File: config.mk
export PLATFORM = sky130hd
export DESIGN_NAME = usb_endpoint_status_control
export DESIGN_NICKNAME = d
export VERILOG_FILES = /design/src/core/usb_endpoint_status_control.v
export VERILOG_INCLUDE_DIRS = /design/src /design/src/core
export SDC_FILE = /design/constraint.sdc
export NUM_CORES = 1
export LEC_CHECK = 0
export BUFFER_PORTS_ARGS = -buffer_cell sky130_fd_sc_hd__buf_2
export CELL_PAD_IN_SITES_DETAIL_PLACEMENT = 0
export CELL_PAD_IN_SITES_GLOBAL_PLACEMENT = 1
export CORE_UTILIZATION = 45
export CTS_CLUSTER_DIAMETER = 100
export CTS_CLUSTER_SIZE = 10
export DETAILED_ROUTE_END_ITERATION = 10
export GPL_TIMING_DRIVEN = 0
export PLACE_DENSITY = 0.71
export SETUP_SLACK_MARGIN = 0.3
export SYNTH_ARGS = -nofsm -noshare
export SYNTH_HDL_FRONTEND = slang
export SYNTH_SLANG_ARGS = --single-unit
export TNS_END_PERCENT = 100
File: constraint.sdc
create_clock -name mclk -period 7.5 [get_ports mclk]
set_input_delay 0.75 -clock mclk [delete_from_list [all_inputs] [get_ports mclk]]
set_output_delay 0.75 -clock mclk [all_outputs]
set_load 0.02 [all_outputs]
File: src/core/usb_ep_regs.vh
// register indexes, field positions, reset values and codes of the endpoint block
// assumes: included by the endpoint logic; definitions only
`ifndef USB_EP_REGS_VH
`define USB_EP_REGS_VH

// ----------------------------------------------------------------------------
// register indexes (byte address on the bus is four times the index)
// ----------------------------------------------------------------------------
`define DEV_ADDR_IDX      8'h10
`define CTL_EP_COUNT_IDX  8'h11
`define CTL_EP_MODE_IDX   8'h12
`define EP1_COUNT_IDX     8'h13
`define FIRST_DATA_ENDPOINT_MODE_IDX      8'h14
`define EP2_COUNT_IDX     8'h15
`define SECOND_DATA_ENDPOINT_MODE_IDX      8'h16
`define FIFO_BASE_IDX     8'he8
`define FIFO_LAST_IDX     8'hff
`define CTL_EP_FIFO_OFF   5'h10
`define FIFO_DEPTH        24

// ----------------------------------------------------------------------------
// fields and reset values
// ----------------------------------------------------------------------------
`define REG_RESET         8'h00
`define ADDR_EN_BIT       7
`define SETUP_RX_BIT      7
`define IN_RX_BIT         6
`define OUT_RX_BIT        5
`define ACKED_BIT         4
`define STALL_BIT         7
`define TOGGLE_BIT        7
`define VALID_BIT         6
`define CRC_BYTES         4'h2

// ----------------------------------------------------------------------------
// token kinds, handshake answers, mode codes
// ----------------------------------------------------------------------------
`define PID_SETUP         2'h0
`define PID_IN            2'h1
`define PID_OUT           2'h2
`define RESP_NONE         2'h0
`define RESP_ACK          2'h1
`define RESP_NAK          2'h2
`define RESP_STALL        2'h3
`define MODE_DISABLED     4'h0
`define MODE_NAK_INOUT    4'h1
`define MODE_ACKOUT_NAKIN 4'hb
`define MODE_ACK_IN       4'hf

`endif

File: src/core/usb_endpoint_status_control.v
// endpoint mode, counter and address registers of a low-speed usb engine,
// with the three endpoint fifos, reached over a classic wishbone slave.
// assumes: the serial engine runs on mclk and gives one-cycle event pulses.
// assumes: firmware reads a locked control register before it rewrites it.
//
// Design decision made here: the Wishbone interface to the registers.
`timescale 1ns/1ps
`default_nettype none
`include "usb_ep_regs.vh"

// Overview of operation
// - control endpoint fifo is bytes 0xF8-0xFF
// - engine update locks control mode until read
// - unlocked control mode write clears bits 7:4
// - setup flag held from setup data to ack
// - setup flag blocks cpu writes to control fifo
// - in-received set after valid control IN
// - out-received set after valid control OUT
// - acked bit set on ACK-completed transaction
// - mode 0001 naks IN/OUT, acks SETUP
// - mode 1011 becomes 0001 after acked OUT
// - data endpoint mode writes always take effect
// - data fifos at 0xF0-0xF7 and 0xE8-0xEF
// - stall bit stalls ack-out OUT, ack-in IN
// - data endpoint modes decode and update alike
// - counter bit 7 is data toggle
// - counter valid bit cleared on receive errors
// - received count is bytes plus two
// - OUT/SETUP update locks control count until read
// - engine answers only when address enabled
// - resets clear the device address register
module usb_endpoint_status_control (
  input  wire        mclk,
  input  wire        rst_b,
  // classic wishbone slave; data rides the low byte lane only
  input  wire        wb_cyc_i,
  input  wire        wb_stb_i,
  input  wire        wb_we_i,
  input  wire [9:0]  wb_adr_i,
  input  wire [3:0]  wb_sel_i,
  input  wire [31:0] wb_dat_i,
  output reg  [31:0] wb_dat_o,
  output reg         wb_ack_o,
  // token decode from the serial engine; handshake in the same cycle, toggle and count one cycle later
  input  wire        usbBusReset,
  input  wire [6:0]  tokAddr,
  input  wire [1:0]  tokEp,
  input  wire [1:0]  tokPid,
  output wire        addrMatch,
  output wire [1:0]  respCode,
  output wire        inToggle,
  output wire [3:0]  inCount,
  // transaction events: one-cycle pulses with their status beside them
  input  wire        setupStart,
  input  wire        ackStart,
  input  wire        xferDone,
  input  wire [1:0]  doneEp,
  input  wire [1:0]  donePid,
  input  wire        doneAcked,
  input  wire        doneToggle,
  input  wire        doneErr,
  input  wire [3:0]  doneBytes,
  // engine side of the three endpoint fifos
  input  wire        sieFifoWe,
  input  wire [4:0]  sieFifoAddr,
  input  wire [7:0]  sieFifoWdata,
  output reg  [7:0]  sieFifoRdata
);

  // --------------------------------------------------------------------------
  // sizes
  // --------------------------------------------------------------------------
  // one control endpoint and two data endpoints; the register map has no
  // room for more, so this is not a parameter
  localparam NUM_EP = 3;

  // --------------------------------------------------------------------------
  // decode helpers
  // --------------------------------------------------------------------------
  // register index of an endpoint's mode and counter bytes
  function [7:0] modeIdx;
    input integer ep;
    begin
      case (ep)
        0:       modeIdx = `CTL_EP_MODE_IDX;
        1:       modeIdx = `FIRST_DATA_ENDPOINT_MODE_IDX;
        default: modeIdx = `SECOND_DATA_ENDPOINT_MODE_IDX;
      endcase
    end
  endfunction

  function [7:0] countIdx;
    input integer ep;
    begin
      case (ep)
        0:       countIdx = `CTL_EP_COUNT_IDX;
        1:       countIdx = `EP1_COUNT_IDX;
        default: countIdx = `EP2_COUNT_IDX;
      endcase
    end
  endfunction

  // handshake for a token, given the endpoint mode byte and whether
  // that endpoint has a stall bit at all
  // (the control endpoint has none, so its bit 7 stays the setup flag)
  function [1:0] handshake;
    input [7:0] mode;
    input       hasStall;
    input [1:0] pid;
    reg         stall;
    begin
      stall = hasStall & mode[`STALL_BIT];
      case (mode[3:0])
        // a disabled endpoint stays silent and the host times out
        `MODE_DISABLED:
          handshake = `RESP_NONE;
        `MODE_NAK_INOUT:
          handshake = (pid == `PID_SETUP) ? `RESP_ACK : `RESP_NAK;
        `MODE_ACKOUT_NAKIN: begin
          if (pid == `PID_SETUP)
            handshake = `RESP_ACK;
          else if (pid == `PID_OUT)
            handshake = stall ? `RESP_STALL : `RESP_ACK;
          else
            handshake = `RESP_NAK;
        end
        `MODE_ACK_IN: begin
          if (pid == `PID_SETUP)
            handshake = `RESP_ACK;
          else if (pid == `PID_IN)
            handshake = stall ? `RESP_STALL : `RESP_ACK;
          else
            handshake = `RESP_NAK;
        end
        // modes without their own entry NAK IN and OUT but still take SETUP
        default:
          handshake = (pid == `PID_SETUP) ? `RESP_ACK : `RESP_NAK;
      endcase
    end
  endfunction

  // --------------------------------------------------------------------------
  // bus decode
  // --------------------------------------------------------------------------
  // a raised ack masks the strobe so one request is never taken twice;
  // a write with the low lane off is acked and dropped
  wire       busReq  = wb_cyc_i & wb_stb_i & ~wb_ack_o;
  wire [7:0] adrIdx  = wb_adr_i[9:2];
  wire       busWr   = busReq & wb_we_i & wb_sel_i[0];
  wire       busRd   = busReq & ~wb_we_i;
  wire [7:0] wrData  = wb_dat_i[7:0];
  wire       inFifo  = (adrIdx >= `FIFO_BASE_IDX);
  wire [7:0] fifoOff = adrIdx - `FIFO_BASE_IDX;

  reg  [7:0] addrReg;
  reg        setupHold;
  reg        modeLock;
  reg        countLock;
  reg  [7:0] fifoMem [0:`FIFO_DEPTH-1];
  wire [23:0] modeFlat;
  wire [23:0] countFlat;
  reg        inToggle_reg;
  reg  [3:0] inCount_reg;
  // only three endpoints exist; a token to any other number is not ours
  wire       tokEpValid = (tokEp != 2'd3);

  // --------------------------------------------------------------------------
  // device address
  // --------------------------------------------------------------------------
  always @(posedge mclk or negedge rst_b) begin
    if (!rst_b) begin
      addrReg <= `REG_RESET;
    end else if (usbBusReset) begin
      addrReg <= `REG_RESET;
    end else if (busWr && adrIdx == `DEV_ADDR_IDX) begin
      addrReg <= wrData;
    end
  end

  // a usb bus reset clears the address as a hardware reset does; the
  // engine sees no traffic as ours until the enable bit is set again
  assign addrMatch = addrReg[`ADDR_EN_BIT] & (tokAddr == addrReg[6:0]);
  // the handshake stays combinational: it is the answer to the token itself
  assign respCode  = (addrMatch & tokEpValid) ?
                     handshake(modeFlat[tokEp*8 +: 8], tokEp != 2'd0, tokPid) :
                     `RESP_NONE;
  assign inToggle  = inToggle_reg;
  assign inCount   = inCount_reg;

  // --------------------------------------------------------------------------
  // toggle and count of the endpoint under decode
  // --------------------------------------------------------------------------
  // registered so the transmit side sees a settled value; they lag the
  // token by one cycle, far less than the gap before the data packet
  always @(posedge mclk or negedge rst_b) begin
    if (!rst_b) begin
      inToggle_reg <= 1'b0;
      inCount_reg  <= 4'h0;
    end else if (tokEpValid) begin
      inToggle_reg <= countFlat[tokEp*8 + `TOGGLE_BIT];
      inCount_reg  <= countFlat[tokEp*8 +: 4];
    end else begin
      inToggle_reg <= 1'b0;
      inCount_reg  <= 4'h0;
    end
  end

  // --------------------------------------------------------------------------
  // setup hold window and control endpoint locks
  // --------------------------------------------------------------------------
  // the locks keep firmware from overwriting status it has not yet read;
  // only a read lifts them, so firmware reads before it writes
  wire ctlDone   = xferDone & (doneEp == 2'd0);
  wire ctlRxDone = ctlDone & (donePid != `PID_IN);
  wire rdMode0   = busRd & (adrIdx == `CTL_EP_MODE_IDX);
  wire rdCount0  = busRd & (adrIdx == `CTL_EP_COUNT_IDX);

  always @(posedge mclk or negedge rst_b) begin
    if (!rst_b) begin
      setupHold <= 1'b0;
      modeLock  <= 1'b0;
      countLock <= 1'b0;
    end else begin
      // the setup window opens at the data packet and closes at our ack
      if (setupStart)
        setupHold <= 1'b1;
      else if (ackStart)
        setupHold <= 1'b0;
      // a fresh engine update wins over an unlocking read in the same cycle
      if (setupStart || ctlDone)
        modeLock <= 1'b1;
      else if (rdMode0)
        modeLock <= 1'b0;
      // only received data locks the count; an IN leaves it to firmware
      if (ctlRxDone)
        countLock <= 1'b1;
      else if (rdCount0)
        countLock <= 1'b0;
    end
  end

  // --------------------------------------------------------------------------
  // per-endpoint mode and counter registers
  // --------------------------------------------------------------------------
  genvar gi;
  generate
    // one copy per endpoint; only the control copy has locks and rx flags
    for (gi = 0; gi < NUM_EP; gi = gi + 1) begin : epRegs
      reg  [7:0] mode_reg;
      reg  [7:0] count_reg;
      reg  [7:0] mode_next;
      reg  [7:0] count_next;
      wire       isCtl   = (gi == 0);
      wire       hit     = xferDone & (doneEp == gi);
      wire       wrMode  = busWr & (adrIdx == modeIdx(gi)) & ~(isCtl & modeLock);
      wire       wrCount = busWr & (adrIdx == countIdx(gi)) & ~(isCtl & countLock);

      always @* begin
        mode_next  = mode_reg;
        count_next = count_reg;
        if (wrMode) begin
          if (isCtl)
            mode_next = {4'h0, wrData[3:0]};
          else
            // reserved bits forced low; acked bit only cleared by a zero
            mode_next = {wrData[7], 2'b00, mode_reg[4] & wrData[4], wrData[3:0]};
        end
        // counter bits 5:4 are reserved and always read zero
        if (wrCount)
          count_next = {wrData[7:6], 2'b00, wrData[3:0]};
        // engine events are applied last so a set beats a same-cycle clear
        if (isCtl && (setupStart || setupHold))
          mode_next[`SETUP_RX_BIT] = 1'b1;
        if (hit) begin
          if (doneAcked)
            mode_next[`ACKED_BIT] = 1'b1;
          if (isCtl && donePid == `PID_IN)
            mode_next[`IN_RX_BIT] = 1'b1;
          if (isCtl && donePid == `PID_OUT)
            mode_next[`OUT_RX_BIT] = 1'b1;
          if (doneAcked && donePid == `PID_OUT &&
              mode_reg[3:0] == `MODE_ACKOUT_NAKIN)
            mode_next[3:0] = `MODE_NAK_INOUT;
          if (donePid != `PID_IN) begin
            count_next[`TOGGLE_BIT] = doneToggle;
            count_next[`VALID_BIT]  = ~doneErr;
            count_next[5:4]         = 2'b00;
            count_next[3:0]         = doneBytes + `CRC_BYTES;
          end
        end
      end

      always @(posedge mclk or negedge rst_b) begin
        if (!rst_b) begin
          mode_reg  <= `REG_RESET;
          count_reg <= `REG_RESET;
        end else begin
          mode_reg  <= mode_next;
          count_reg <= count_next;
        end
      end

      // flattened so the bus read and token decode can pick any endpoint
      assign modeFlat[gi*8 +: 8]  = mode_reg;
      assign countFlat[gi*8 +: 8] = count_reg;
    end
  endgenerate

  // --------------------------------------------------------------------------
  // endpoint fifos: control at the top eight bytes, then first and second
  // --------------------------------------------------------------------------
  // fifo bytes are not reset; firmware fills a buffer before it arms it
  wire ctlFifoHit = fifoOff[4:0] >= `CTL_EP_FIFO_OFF;
  // while setup data is pending the cpu may not overwrite the control fifo
  wire cpuFifoWr  = busWr & inFifo &
                    ~(ctlFifoHit & modeFlat[`SETUP_RX_BIT]);
  // the engine address has 32 codes for 24 bytes; codes past the end write
  // nothing and read zero instead of an undefined word
  wire sieInRange = (sieFifoAddr < `FIFO_DEPTH);

  always @(posedge mclk) begin
    if (cpuFifoWr)
      fifoMem[fifoOff[4:0]] <= wrData;
    // engine store last: it wins a same-address collision
    if (sieFifoWe && sieInRange)
      fifoMem[sieFifoAddr] <= sieFifoWdata;
  end

  always @(posedge mclk or negedge rst_b) begin
    if (!rst_b)
      sieFifoRdata <= 8'h00;
    else
      sieFifoRdata <= sieInRange ? fifoMem[sieFifoAddr] : 8'h00;
  end

  // --------------------------------------------------------------------------
  // wishbone answer: one wait state, unmapped reads return zero
  // --------------------------------------------------------------------------
  // every request is answered, mapped or not, so a master never hangs;
  // read data holds until the next read for a slow master
  reg [7:0] rdByte;

  always @* begin
    rdByte = 8'h00;
    // the fifo bytes sit above every register index
    if (inFifo)
      rdByte = fifoMem[fifoOff[4:0]];
    else begin
      case (adrIdx)
        `DEV_ADDR_IDX:     rdByte = addrReg;
        `CTL_EP_COUNT_IDX: rdByte = countFlat[7:0];
        `CTL_EP_MODE_IDX:  rdByte = modeFlat[7:0];
        `EP1_COUNT_IDX:    rdByte = countFlat[15:8];
        `FIRST_DATA_ENDPOINT_MODE_IDX:     rdByte = modeFlat[15:8];
        `EP2_COUNT_IDX:    rdByte = countFlat[23:16];
        `SECOND_DATA_ENDPOINT_MODE_IDX:     rdByte = modeFlat[23:16];
        default:           rdByte = 8'h00;
      endcase
    end
  end

  always @(posedge mclk or negedge rst_b) begin
    if (!rst_b) begin
      wb_ack_o <= 1'b0;
      wb_dat_o <= 32'h00000000;
    end else begin
      wb_ack_o <= busReq;
      if (busRd)
        wb_dat_o <= {24'h000000, rdByte};
    end
  end

endmodule // usb_endpoint_status_control
`default_nettype wire

==> Flow_metrics.wiki, run 1 <==
{| class="wikitable"
! Metric !! Value
|-
| Post-Route Setup TNS || 0 ps
|-
| Post-route DRC || 0
|-
| Share of async-settable or async-resettable flops after synthesis || between 20 and 30%
|-
| Sort of element at the start of the critical path || primary input
|-
| Leakage power figure || 7.03 nW
|-
| Slew at the pin closest to its max-slew limit || around 1300 ps
|-
| Number of top-level pins || 140
|-
| Hold/Removal Path Class || primary input to async pin
|-
| Starting DRT DRC Count || 1460
|-
| Number of buffers created by CTS || 30
|-
| Placed wire-length estimate || 43700 um
|-
| Gate Count Post-Synth || about 1200
|-
| Total power per unit cell area || 200 mW/mm2
|-
| Pins Over Slew Limit || 0
|-
| Required time at the worst-slack endpoint || 7670 ps
|-
| Gr usage total || 33.9%
|-
| Minimum clock period after layout || between 3000 and 4000 ps
|-
| Final Hold Fails || 0
|-
| Total wirelength of the detailed-routed design || 61400 um
|-
| Horizontal extent of the die || 191 um
|-
| Cell area after synthesis || 0.0160 mm2
|-
| Site row count || about 70
|-
| Number of vias after detailed routing || 12132
|-
| Cell types occupying the most area after synthesis || edfxtp_1 36%, mux2_2 14%, dfrtp_1 12%
|-
| IO buf count || 81
|-
| Post-synthesis sequential area ratio || 47.9%
|-
| Critical-path cell list || buf_2 > buf_2 > inv_1 > ha_1 > o21ai_0 > and3_1 > nand3_1 > o22ai_1
|-
| Post-CTS Setup Inserts || 0
|-
| Post-CTS Resized || 0
|-
| Final critical-path share of the clock period || 46.8%
|-
| Final setup violation count || 0
|-
| Warnings, synthesis || 0
|-
| Clock tree from TritonCTS || yes
|-
| Proportion of netlist area held by the largest area contributor || 35.9%
|-
| Maximum resistive drop on vdd || 0.183 mV
|-
| Capturing element type of the critical path || flop
|-
| Cell at the root of the clock tree || clkbuf_16
|-
| Max stage delay on crit path || around 1100 ps
|-
| Most frequently used flop master after synthesis || edfxtp_1
|-
| Minimum setup slack after placement || 3290 ps
|-
| Data arrival at the endpoint of the critical path || 3680 ps
|-
| Clock buffer depth || 3
|-
| Max FFs per register || 192
|-
| Count of flip-flops with a built-in enable after synthesis || 192
|-
| Net count of the finished layout || 1449
|-
| Vertical extent of the die || roughly 190 um
|-
| Clock latency on the worst-skew pair || 590 ps
|-
| Synth-to-layout area growth || 12.6%
|-
| Via count of the first global-routing pass || 11780
|-
| Unique cell type count in the Yosys netlist || 74
|-
| Result of the run || finished clean
|-
| Number of antenna violations at the first check in global routing || 1
|-
| Pin count of the biggest net entering global routing || 43
|-
| Commonest cells after routing, fill and taps aside || 199 x mux2_2, 192 x edfxtp_1, 125 x mux2i_1, 111 x buf_2, 77 x dfrtp_1
|-
| MaxCap Viol Count || 0
|-
| Global placement routability congestion || around 0.97
|-
| Ratio of cells with drive above 1 in the final layout || around a third
|-
| Flip-flop and latch count after synthesis || 269
|-
| Worst Hold Margin || 167 ps
|-
| Number of vias per cell after detailed routing || 6.63
|-
| Initial standard-cell utilization of the core || 46.1%
|-
| Clock-pin slew reported for the worst setup and hold paths after clock tree synthesis || 60 ps
|-
| Highest clock frequency the design can meet || 0.285 GHz
|-
| Detail Route Antenna Nets || 0
|-
| Utilization after layout || 51.9%
|-
| Syn avg cell area || ~13 um2
|-
| Kind of critical path || primary input to flop
|-
| Setup repair after global routing missed its margin || false
|-
| Synth area leader || edfxtp_1
|-
| Number of iterations in the first detailed-routing pass || 5
|-
| Average wire per standard cell || 33.5 um
|-
| Core outline area || 0.0348 mm2
|-
| Layout Skew || 30.7 ps
|-
| Area of the die || 0.0364 mm2
|-
| Number of H-tree levels || 1
|-
| Hold-fix buffers at CTS || 0
|-
| Gr ovfl total || 0
|-
| Sinks on Clock Net || 269
|-
| Library cell contributing the largest single delay on the critical path || o22ai_1
|-
| Slew margin rel. || 14.1%
|-
| Crit Path Max Fanout || 9
|-
| Most common cell after layout, fill and taps aside || mux2_2
|-
| Library cell appearing most often on the critical path || buf_2
|-
| Filler cells || 3026
|-
| Setup WS post-layout || 3990 ps
|-
| Global-route wire length before repair || 85700 um
|}
-- per-stage QoR --
step	power, mW	cells	cell area, um2
2_1_floorplan	2.04	1231	16100
3_3_place_gp	2.25	1767	17100
3_5_place_dp	2.25	1777	17200
4_1_cts	3.59	1830	18100
5_1_grt	3.68	1830	18100
6_report	3.61	1831	18100
-- path summary, 6_finish.rpt --
kind | start | end | slack [ps] | depth (start not counted)
worst max register to register | wb_ack_o | fifoMem[23][4] | 4310 | 6
worst max-delay path | wb_adr_i[5] | fifoMem[23][4] | 3990 | 8
worst min-delay path | rst_b | epRegs[2].count_reg[7] | 170 | 1
worst min register to register | setupHold | epRegs[0].mode_reg[7] | 500 | 1
min in group mclk | doneErr | epRegs[1].count_reg[6] | 410 | 2
max in group asynchronous | rst_b | sieFifoRdata[2] | 6700 | 2
-- routing by layer --
| metal | vias to the layer above | GRT usage, % | wire (um) |
|---|---|---|---|
| met4 | 0 | 17.6 | 3830 |
| met2 | 786 | 53.5 | 27700 |
| met5 | - | 0 | 0 |
| met3 | 216 | 7.49 | 6310 |
| li1 | 4954 | - | - |
| met1 | 6176 | 43.7 | 23500 |
-- area by class of cell --
| cell class | instances | area [um2] | area share, % |
|---|---|---|---|
| antenna | 1 | 2.50 | 0.0139 |
| buffer | 128 | 681 | 3.77 |
| clock buffer | 52 | 833 | 4.61 |
| clock inverter | 1 | 16.3 | 0.0901 |
| inverter | 11 | 41.3 | 0.229 |
| multi-input combinational | 823 | 7720 | 42.7 |
| sequential | 269 | 7690 | 42.6 |
| tap | 455 | 569 | 3.15 |
| timing repair buffer | 91 | 507 | 2.81 |
-- Yosys cell counts (6+ instances only) --
cell type    n
mux2_2     199
o21ai_0     56
mux2i_1    125
nand3_1     19
nand2_1     67
buf_4       36
o2bb2ai_1    6
nor2_1      37
nor2b_1     25
and3_1      13
edfxtp_1   192
clkbuf_1    53
o22ai_1     11
nand2b_1    11
buf_2       31
a31oi_1      8
inv_1       11
a22oi_1     21
xnor2_1      7
a41oi_1      6
mux4_2      72
a21oi_1     11
o21bai_1     7
a22o_1       7
dfrtp_1     77
nand4_1     11
-- logic make-up after synthesis --
family,Yosys count,synth area share (%)
AND/OR/NAND/NOR,222,7.84
adder cells (fa/ha/maj),4,0.312
flip-flops,269,47.9
AO/OA/AOI/OAI,169,7.10
buffers and inverters,139,4.50
XOR/XNOR,8,0.437
multiplexers,396,31.9
other,1,0.0234
-- report_power, final --
part,internal (mW),switching [mW],leakage [nW]
clock,0.744,0.624,0.403
combinational,0.208,0.340,3.93
sequential,1.65,0.0387,2.70
-- critical path: cells and delay by family --
family | cells | cell delay [ps]
fa+ha+maj | 1 | 470
buf+inv | 3 | 580
compound gates | 2 | 1250
simple gates | 2 | 620
No activity file was read; power rests on OpenSTA's default activity.
==> run 2, diff against run 1 <==
- ABC_AREA: unset -> 1
- CORE_UTILIZATION: 45 -> 41
- PLACE_DENSITY: 0.71 -> 0.74
- clock period: 7.5 -> 3 ns (I/O delays scaled with it)
==> run 2 against run 1 <==
Net effect:
- core utilization is 3.6 points lower
- sequential share of layout area shrank 0.45 points
- first-iteration DRC count rose by 42%
- via count up 30%
- critical path depth stayed put
- global-route usage shrank 0.75 points
- cell area up 1.1%
- critical path type unchanged
- largest power group unchanged
- register-to-register slack got worse by 3800 ps
- synthesized cell count is 66% higher
- worst hold slack worse by 140 ps
==> Flow_metrics.wiki, run 2 <==
{| class="wikitable"
! Metric !! Value
|-
| Result of the run || finished clean (unchanged)
|-
| Site row count || 71 (was 68)
|-
| Average wire per standard cell || 24.3 um (was 33.5 um)
|-
| Horizontal extent of the die || 198 um (was 191 um)
|-
| Number of top-level pins || 140 (unchanged)
|-
| Number of placed instances with taps included || 2616 (was 1777)
|-
| Data arrival at the endpoint of the critical path || 3070 ps (was 3680 ps)
|-
| Final setup violation count || 0 (unchanged)
|-
| Required time at the worst-slack endpoint || 3270 ps (was 7670 ps)
|-
| Via count of the first global-routing pass || 14248 (was 11780)
|-
| Capturing point of the worst reg2reg path || fifoMem[14][2] (was fifoMem[23][4])
|-
| Kind of critical path || primary input to flop (unchanged)
|-
| Syn avg cell area || 7.85 um2 (was 13.3 um2)
|-
| Most common cell after layout, fill and taps aside || nand2_1 (was mux2_2)
|-
| Number of iterations in the first detailed-routing pass || 5 (unchanged)
|-
| Maximum resistive drop on vdd || 0.427 mV (was 0.183 mV)
|-
| Unique cell type count in the Yosys netlist || 40 (was 74)
|-
| Global placement routability congestion || 0.955 (was 0.974)
|-
| Core outline area || 0.0378 mm2 (was 0.0348 mm2)
|-
| Highest clock frequency the design can meet || 0.357 GHz
|-
| Sinks on Clock Net || 269 (unchanged)
|-
| Max FFs per register || 192 (unchanged)
|-
| Worst Hold Margin || 22.2 ps (was 167 ps)
|-
| Setup WS post-layout || 201 ps (was 3990 ps)
|-
| End point of the critical path || fifoMem[19][2] (was fifoMem[23][4])
|-
| Flip-flop and latch count after synthesis || 269 (unchanged)
|-
| Commonest cells after routing, fill and taps aside || 716 x nand2_1, 210 x o21ai_0, 192 x edfxtp_1, 108 x buf_2, 101 x inv_1 (was 199 x mux2_2, 192 x edfxtp_1, 125 x mux2i_1, 111 x buf_2, 77 x dfrtp_1)
|-
| Clock buffer depth || 3 (unchanged)
|-
| Number of buffers created by CTS || 30 (unchanged)
|-
| Gate Count Post-Synth || 2004 (was 1208)
|-
| Area of the die || 0.0392 mm2 (was 0.0364 mm2)
|-
| Sort of element at the start of the critical path || primary input (unchanged)
|-
| Cell at the root of the clock tree || clkbuf_16 (unchanged)
|-
| Clock-pin slew reported for the worst setup and hold paths after clock tree synthesis || 60 ps (about the same)
|-
| IO buf count || 74 (was 81)
|-
| Pin count of the biggest net entering global routing || 70 (was 43)
|-
| Most frequently used flop master after synthesis || edfxtp_1 (unchanged)
|-
| Slew margin rel. || 19.2% (was 14.1%)
|-
| Initial standard-cell utilization of the core || 41.7% (was 46.1%)
|-
| Number of antenna violations at the first check in global routing || 0 (was 1)
|-
| Setup repair after global routing missed its margin || false (unchanged)
|-
| Total wirelength of the detailed-routed design || 65100 um (was 61400 um)
|-
| Final critical-path share of the clock period || 93.3%
|-
| Cell area after synthesis || 0.0157 mm2 (was 0.0160 mm2)
|-
| Number of cells traversed by the worst register-to-register path || 9 (was 6)
|-
| Warnings, synthesis || 0 (unchanged)
|-
| Synth area leader || edfxtp_1 (unchanged)
|-
| MaxCap Viol Count || 0 (unchanged)
|-
| Clock tree from TritonCTS || yes (unchanged)
|-
| Filler cells || 3757 (was 3026)
|-
| Final Hold Fails || 0 (unchanged)
|-
| Number of vias after detailed routing || 15792 (was 12132)
|-
| Post-Layout Cell Count || 2684 (was 1831)
|-
| Net count of the finished layout || 2248 (was 1449)
|-
| Minimum setup slack after placement || -1020 ps (was 3290 ps)
|-
| Cell types occupying the most area after synthesis || edfxtp_1 37%, nand2_1 17%, dfrtp_1 12% (was edfxtp_1 36%, mux2_2 14%, dfrtp_1 12%)
|-
| Post-synthesis sequential area ratio || 48.9% (was 47.9%)
|-
| Vertical extent of the die || 198 um (was 191 um)
|-
| Startpoint of the most critical register-to-register path || wb_ack_o (unchanged)
|-
| Proportion of netlist area held by the largest area contributor || 36.6% (was 35.9%)
|-
| Placed wire-length estimate || 46800 um (was 43700 um)
|-
| Utilization after layout || 48.3% (was 51.9%)
|-
| Worst R2R Setup Slack || 460 ps (was 4310 ps)
|-
| Gr ovfl total || 0 (unchanged)
|-
| Capturing element type of the critical path || flop (unchanged)
|-
| Cell with the most instances after synthesis || nand2_1 (was mux2_2)
|-
| Share of async-settable or async-resettable flops after synthesis || 28.6% (unchanged)
|-
| Slew at the pin closest to its max-slew limit || 1210 ps (was 1280 ps)
|-
| Number of vias per cell after detailed routing || 5.88 (was 6.63)
|-
| Hold/Removal Path Class || primary input to flop (was primary input to async pin)
|-
| Total power per unit cell area || 495 mW/mm2 (was 200 mW/mm2)
|-
| Gr usage total || 33.2% (was 33.9%)
|-
| Clock latency on the worst-skew pair || 570 ps (was 590 ps)
|-
| Layout Skew || 14.7 ps (was 30.7 ps)
|-
| Pins Over Slew Limit || 0 (unchanged)
|-
| Ratio of cells with drive above 1 in the final layout || 11.9% (was 35.1%)
|-
| Number of H-tree levels || 1 (unchanged)
|-
| Detail Route Antenna Nets || 0 (unchanged)
|-
| Global-route wire length before repair || 94900 um (was 85700 um)
|-
| Count of flip-flops with a built-in enable after synthesis || 192 (unchanged)
|-
| Leakage power figure || 7.86 nW (was 7.03 nW)
|-
| Minimum clock period after layout || 2800 ps
|-
| Synth-to-layout area growth || 16.0% (was 12.6%)
|-
| Crit Path Max Fanout || 10 (was 9)
|-
| Crit. Startpoint || sieFifoAddr[3] (was wb_adr_i[5])
|-
| Post-route DRC || 0 (unchanged)
|-
| Starting DRT DRC Count || 2067 (was 1460)
|-
| Most frequent cells after synthesis || 717 x nand2_1, 211 x o21ai_0, 192 x edfxtp_1 (was 199 x mux2_2, 192 x edfxtp_1, 125 x mux2i_1)
|}
run 2: changes by cell type after synthesis, moves of 73 or more:
cell	previous run	this run
inv_1	11	101
nand2_1	67	717
o21ai_0	56	211
mux2i_1	125	3
nand3_1	19	92
mux2_2	199	0
run 2: worst min-delay path by stage:
stage               start                    end  slack [ps]  cells past startpoint
2_1_floorplan       rst_b             addrReg[0]           4                      0
3_3_place_gp     wb_ack_o               wb_ack_o         430                      1
3_5_place_dp        rst_b        sieFifoRdata[6]         160                      1
4_1_cts        donePid[1]  epRegs[0].mode_reg[5]           9                      2
5_1_grt        donePid[1]  epRegs[0].mode_reg[5]          30                      2
6_report       donePid[1]  epRegs[0].mode_reg[5]          20                      2
run 2: worst max-delay path, stage by stage:
cell and delay, ps:
buf_2 150, nand2_1 90, nand2_1 150, nor2_1 950, nand2_1 580, clkbuf_1 430, o31ai_2 150, buf_4 250
run 2: per-stage QoR:
| step | power, mW | instance area (um2) | TNS, ps |
|---|---|---|---|
| 6_report | 9.04 | 18300 | 0 |
| 5_1_grt | 9.27 | 18300 | 0 |
| 4_1_cts | 8.98 | 18100 | 0 |
| 3_5_place_dp | 5.59 | 16900 | -142020 |
| 3_3_place_gp | 5.57 | 16800 | -165900 |
| 2_1_floorplan | 5.03 | 15800 | 0 |
run 2: logic make-up (layout without fill, tap and decap cells):
family | Yosys count | count (layout) | synth area share, %
buffers and inverters | 280 | 425 | 7.84
DFF | 269 | 269 | 48.9
adders and majority gates | 4 | 4 | 0.318
xor gates and xnor gates | 2 | 2 | 0.111
AOI/OAI and AO/OA | 487 | 487 | 17.8
and+or+nand+nor | 958 | 958 | 24.8
other | 1 | 25 | 0.0238
muxes | 3 | 3 | 0.191
run 2: area by class of cell:
type / count / area, um2 / share of cell area [%]
multi-input cells: 1478 / 7170 / 39.3
plain buffers: 159 / 788 / 4.32
flip-flops and latches: 269 / 7690 / 42.1
clock buffers: 51 / 851 / 4.66
repair buffers: 94 / 653 / 3.58
inverters: 121 / 454 / 2.49
well taps: 511 / 639 / 3.50
diodes: 1 / 2.50 / 0.0137
run 2: metal layers:
layer  track usage [%]  vias to the layer above  part of all wire [%]
li1                  -                     7077                     -
met4              10.4                        0                   3.6
met3              4.74                      165                    11
met1              48.2                     7582                    42
met2              50.8                      968                    44
met5                 0                        -                     0
run 2: repair_timing:
item | in CTS | in global routing
buffers inserted | 5 | 7
resized for setup | 36 | 6
hold endpoints to repair | 80 | 0
setup endpoints to repair | 191 | 183
hold buffers | 4 | 0
pin swaps | 4 | 6
run 2: report_power, final:
part	leakage (nW)	internal, mW	switching (mW)
Combinational	4.80	0.386	0.993
Clock	0.406	1.89	1.56
Sequential	2.65	4.12	0.0859
Total	7.86	6.40	2.64
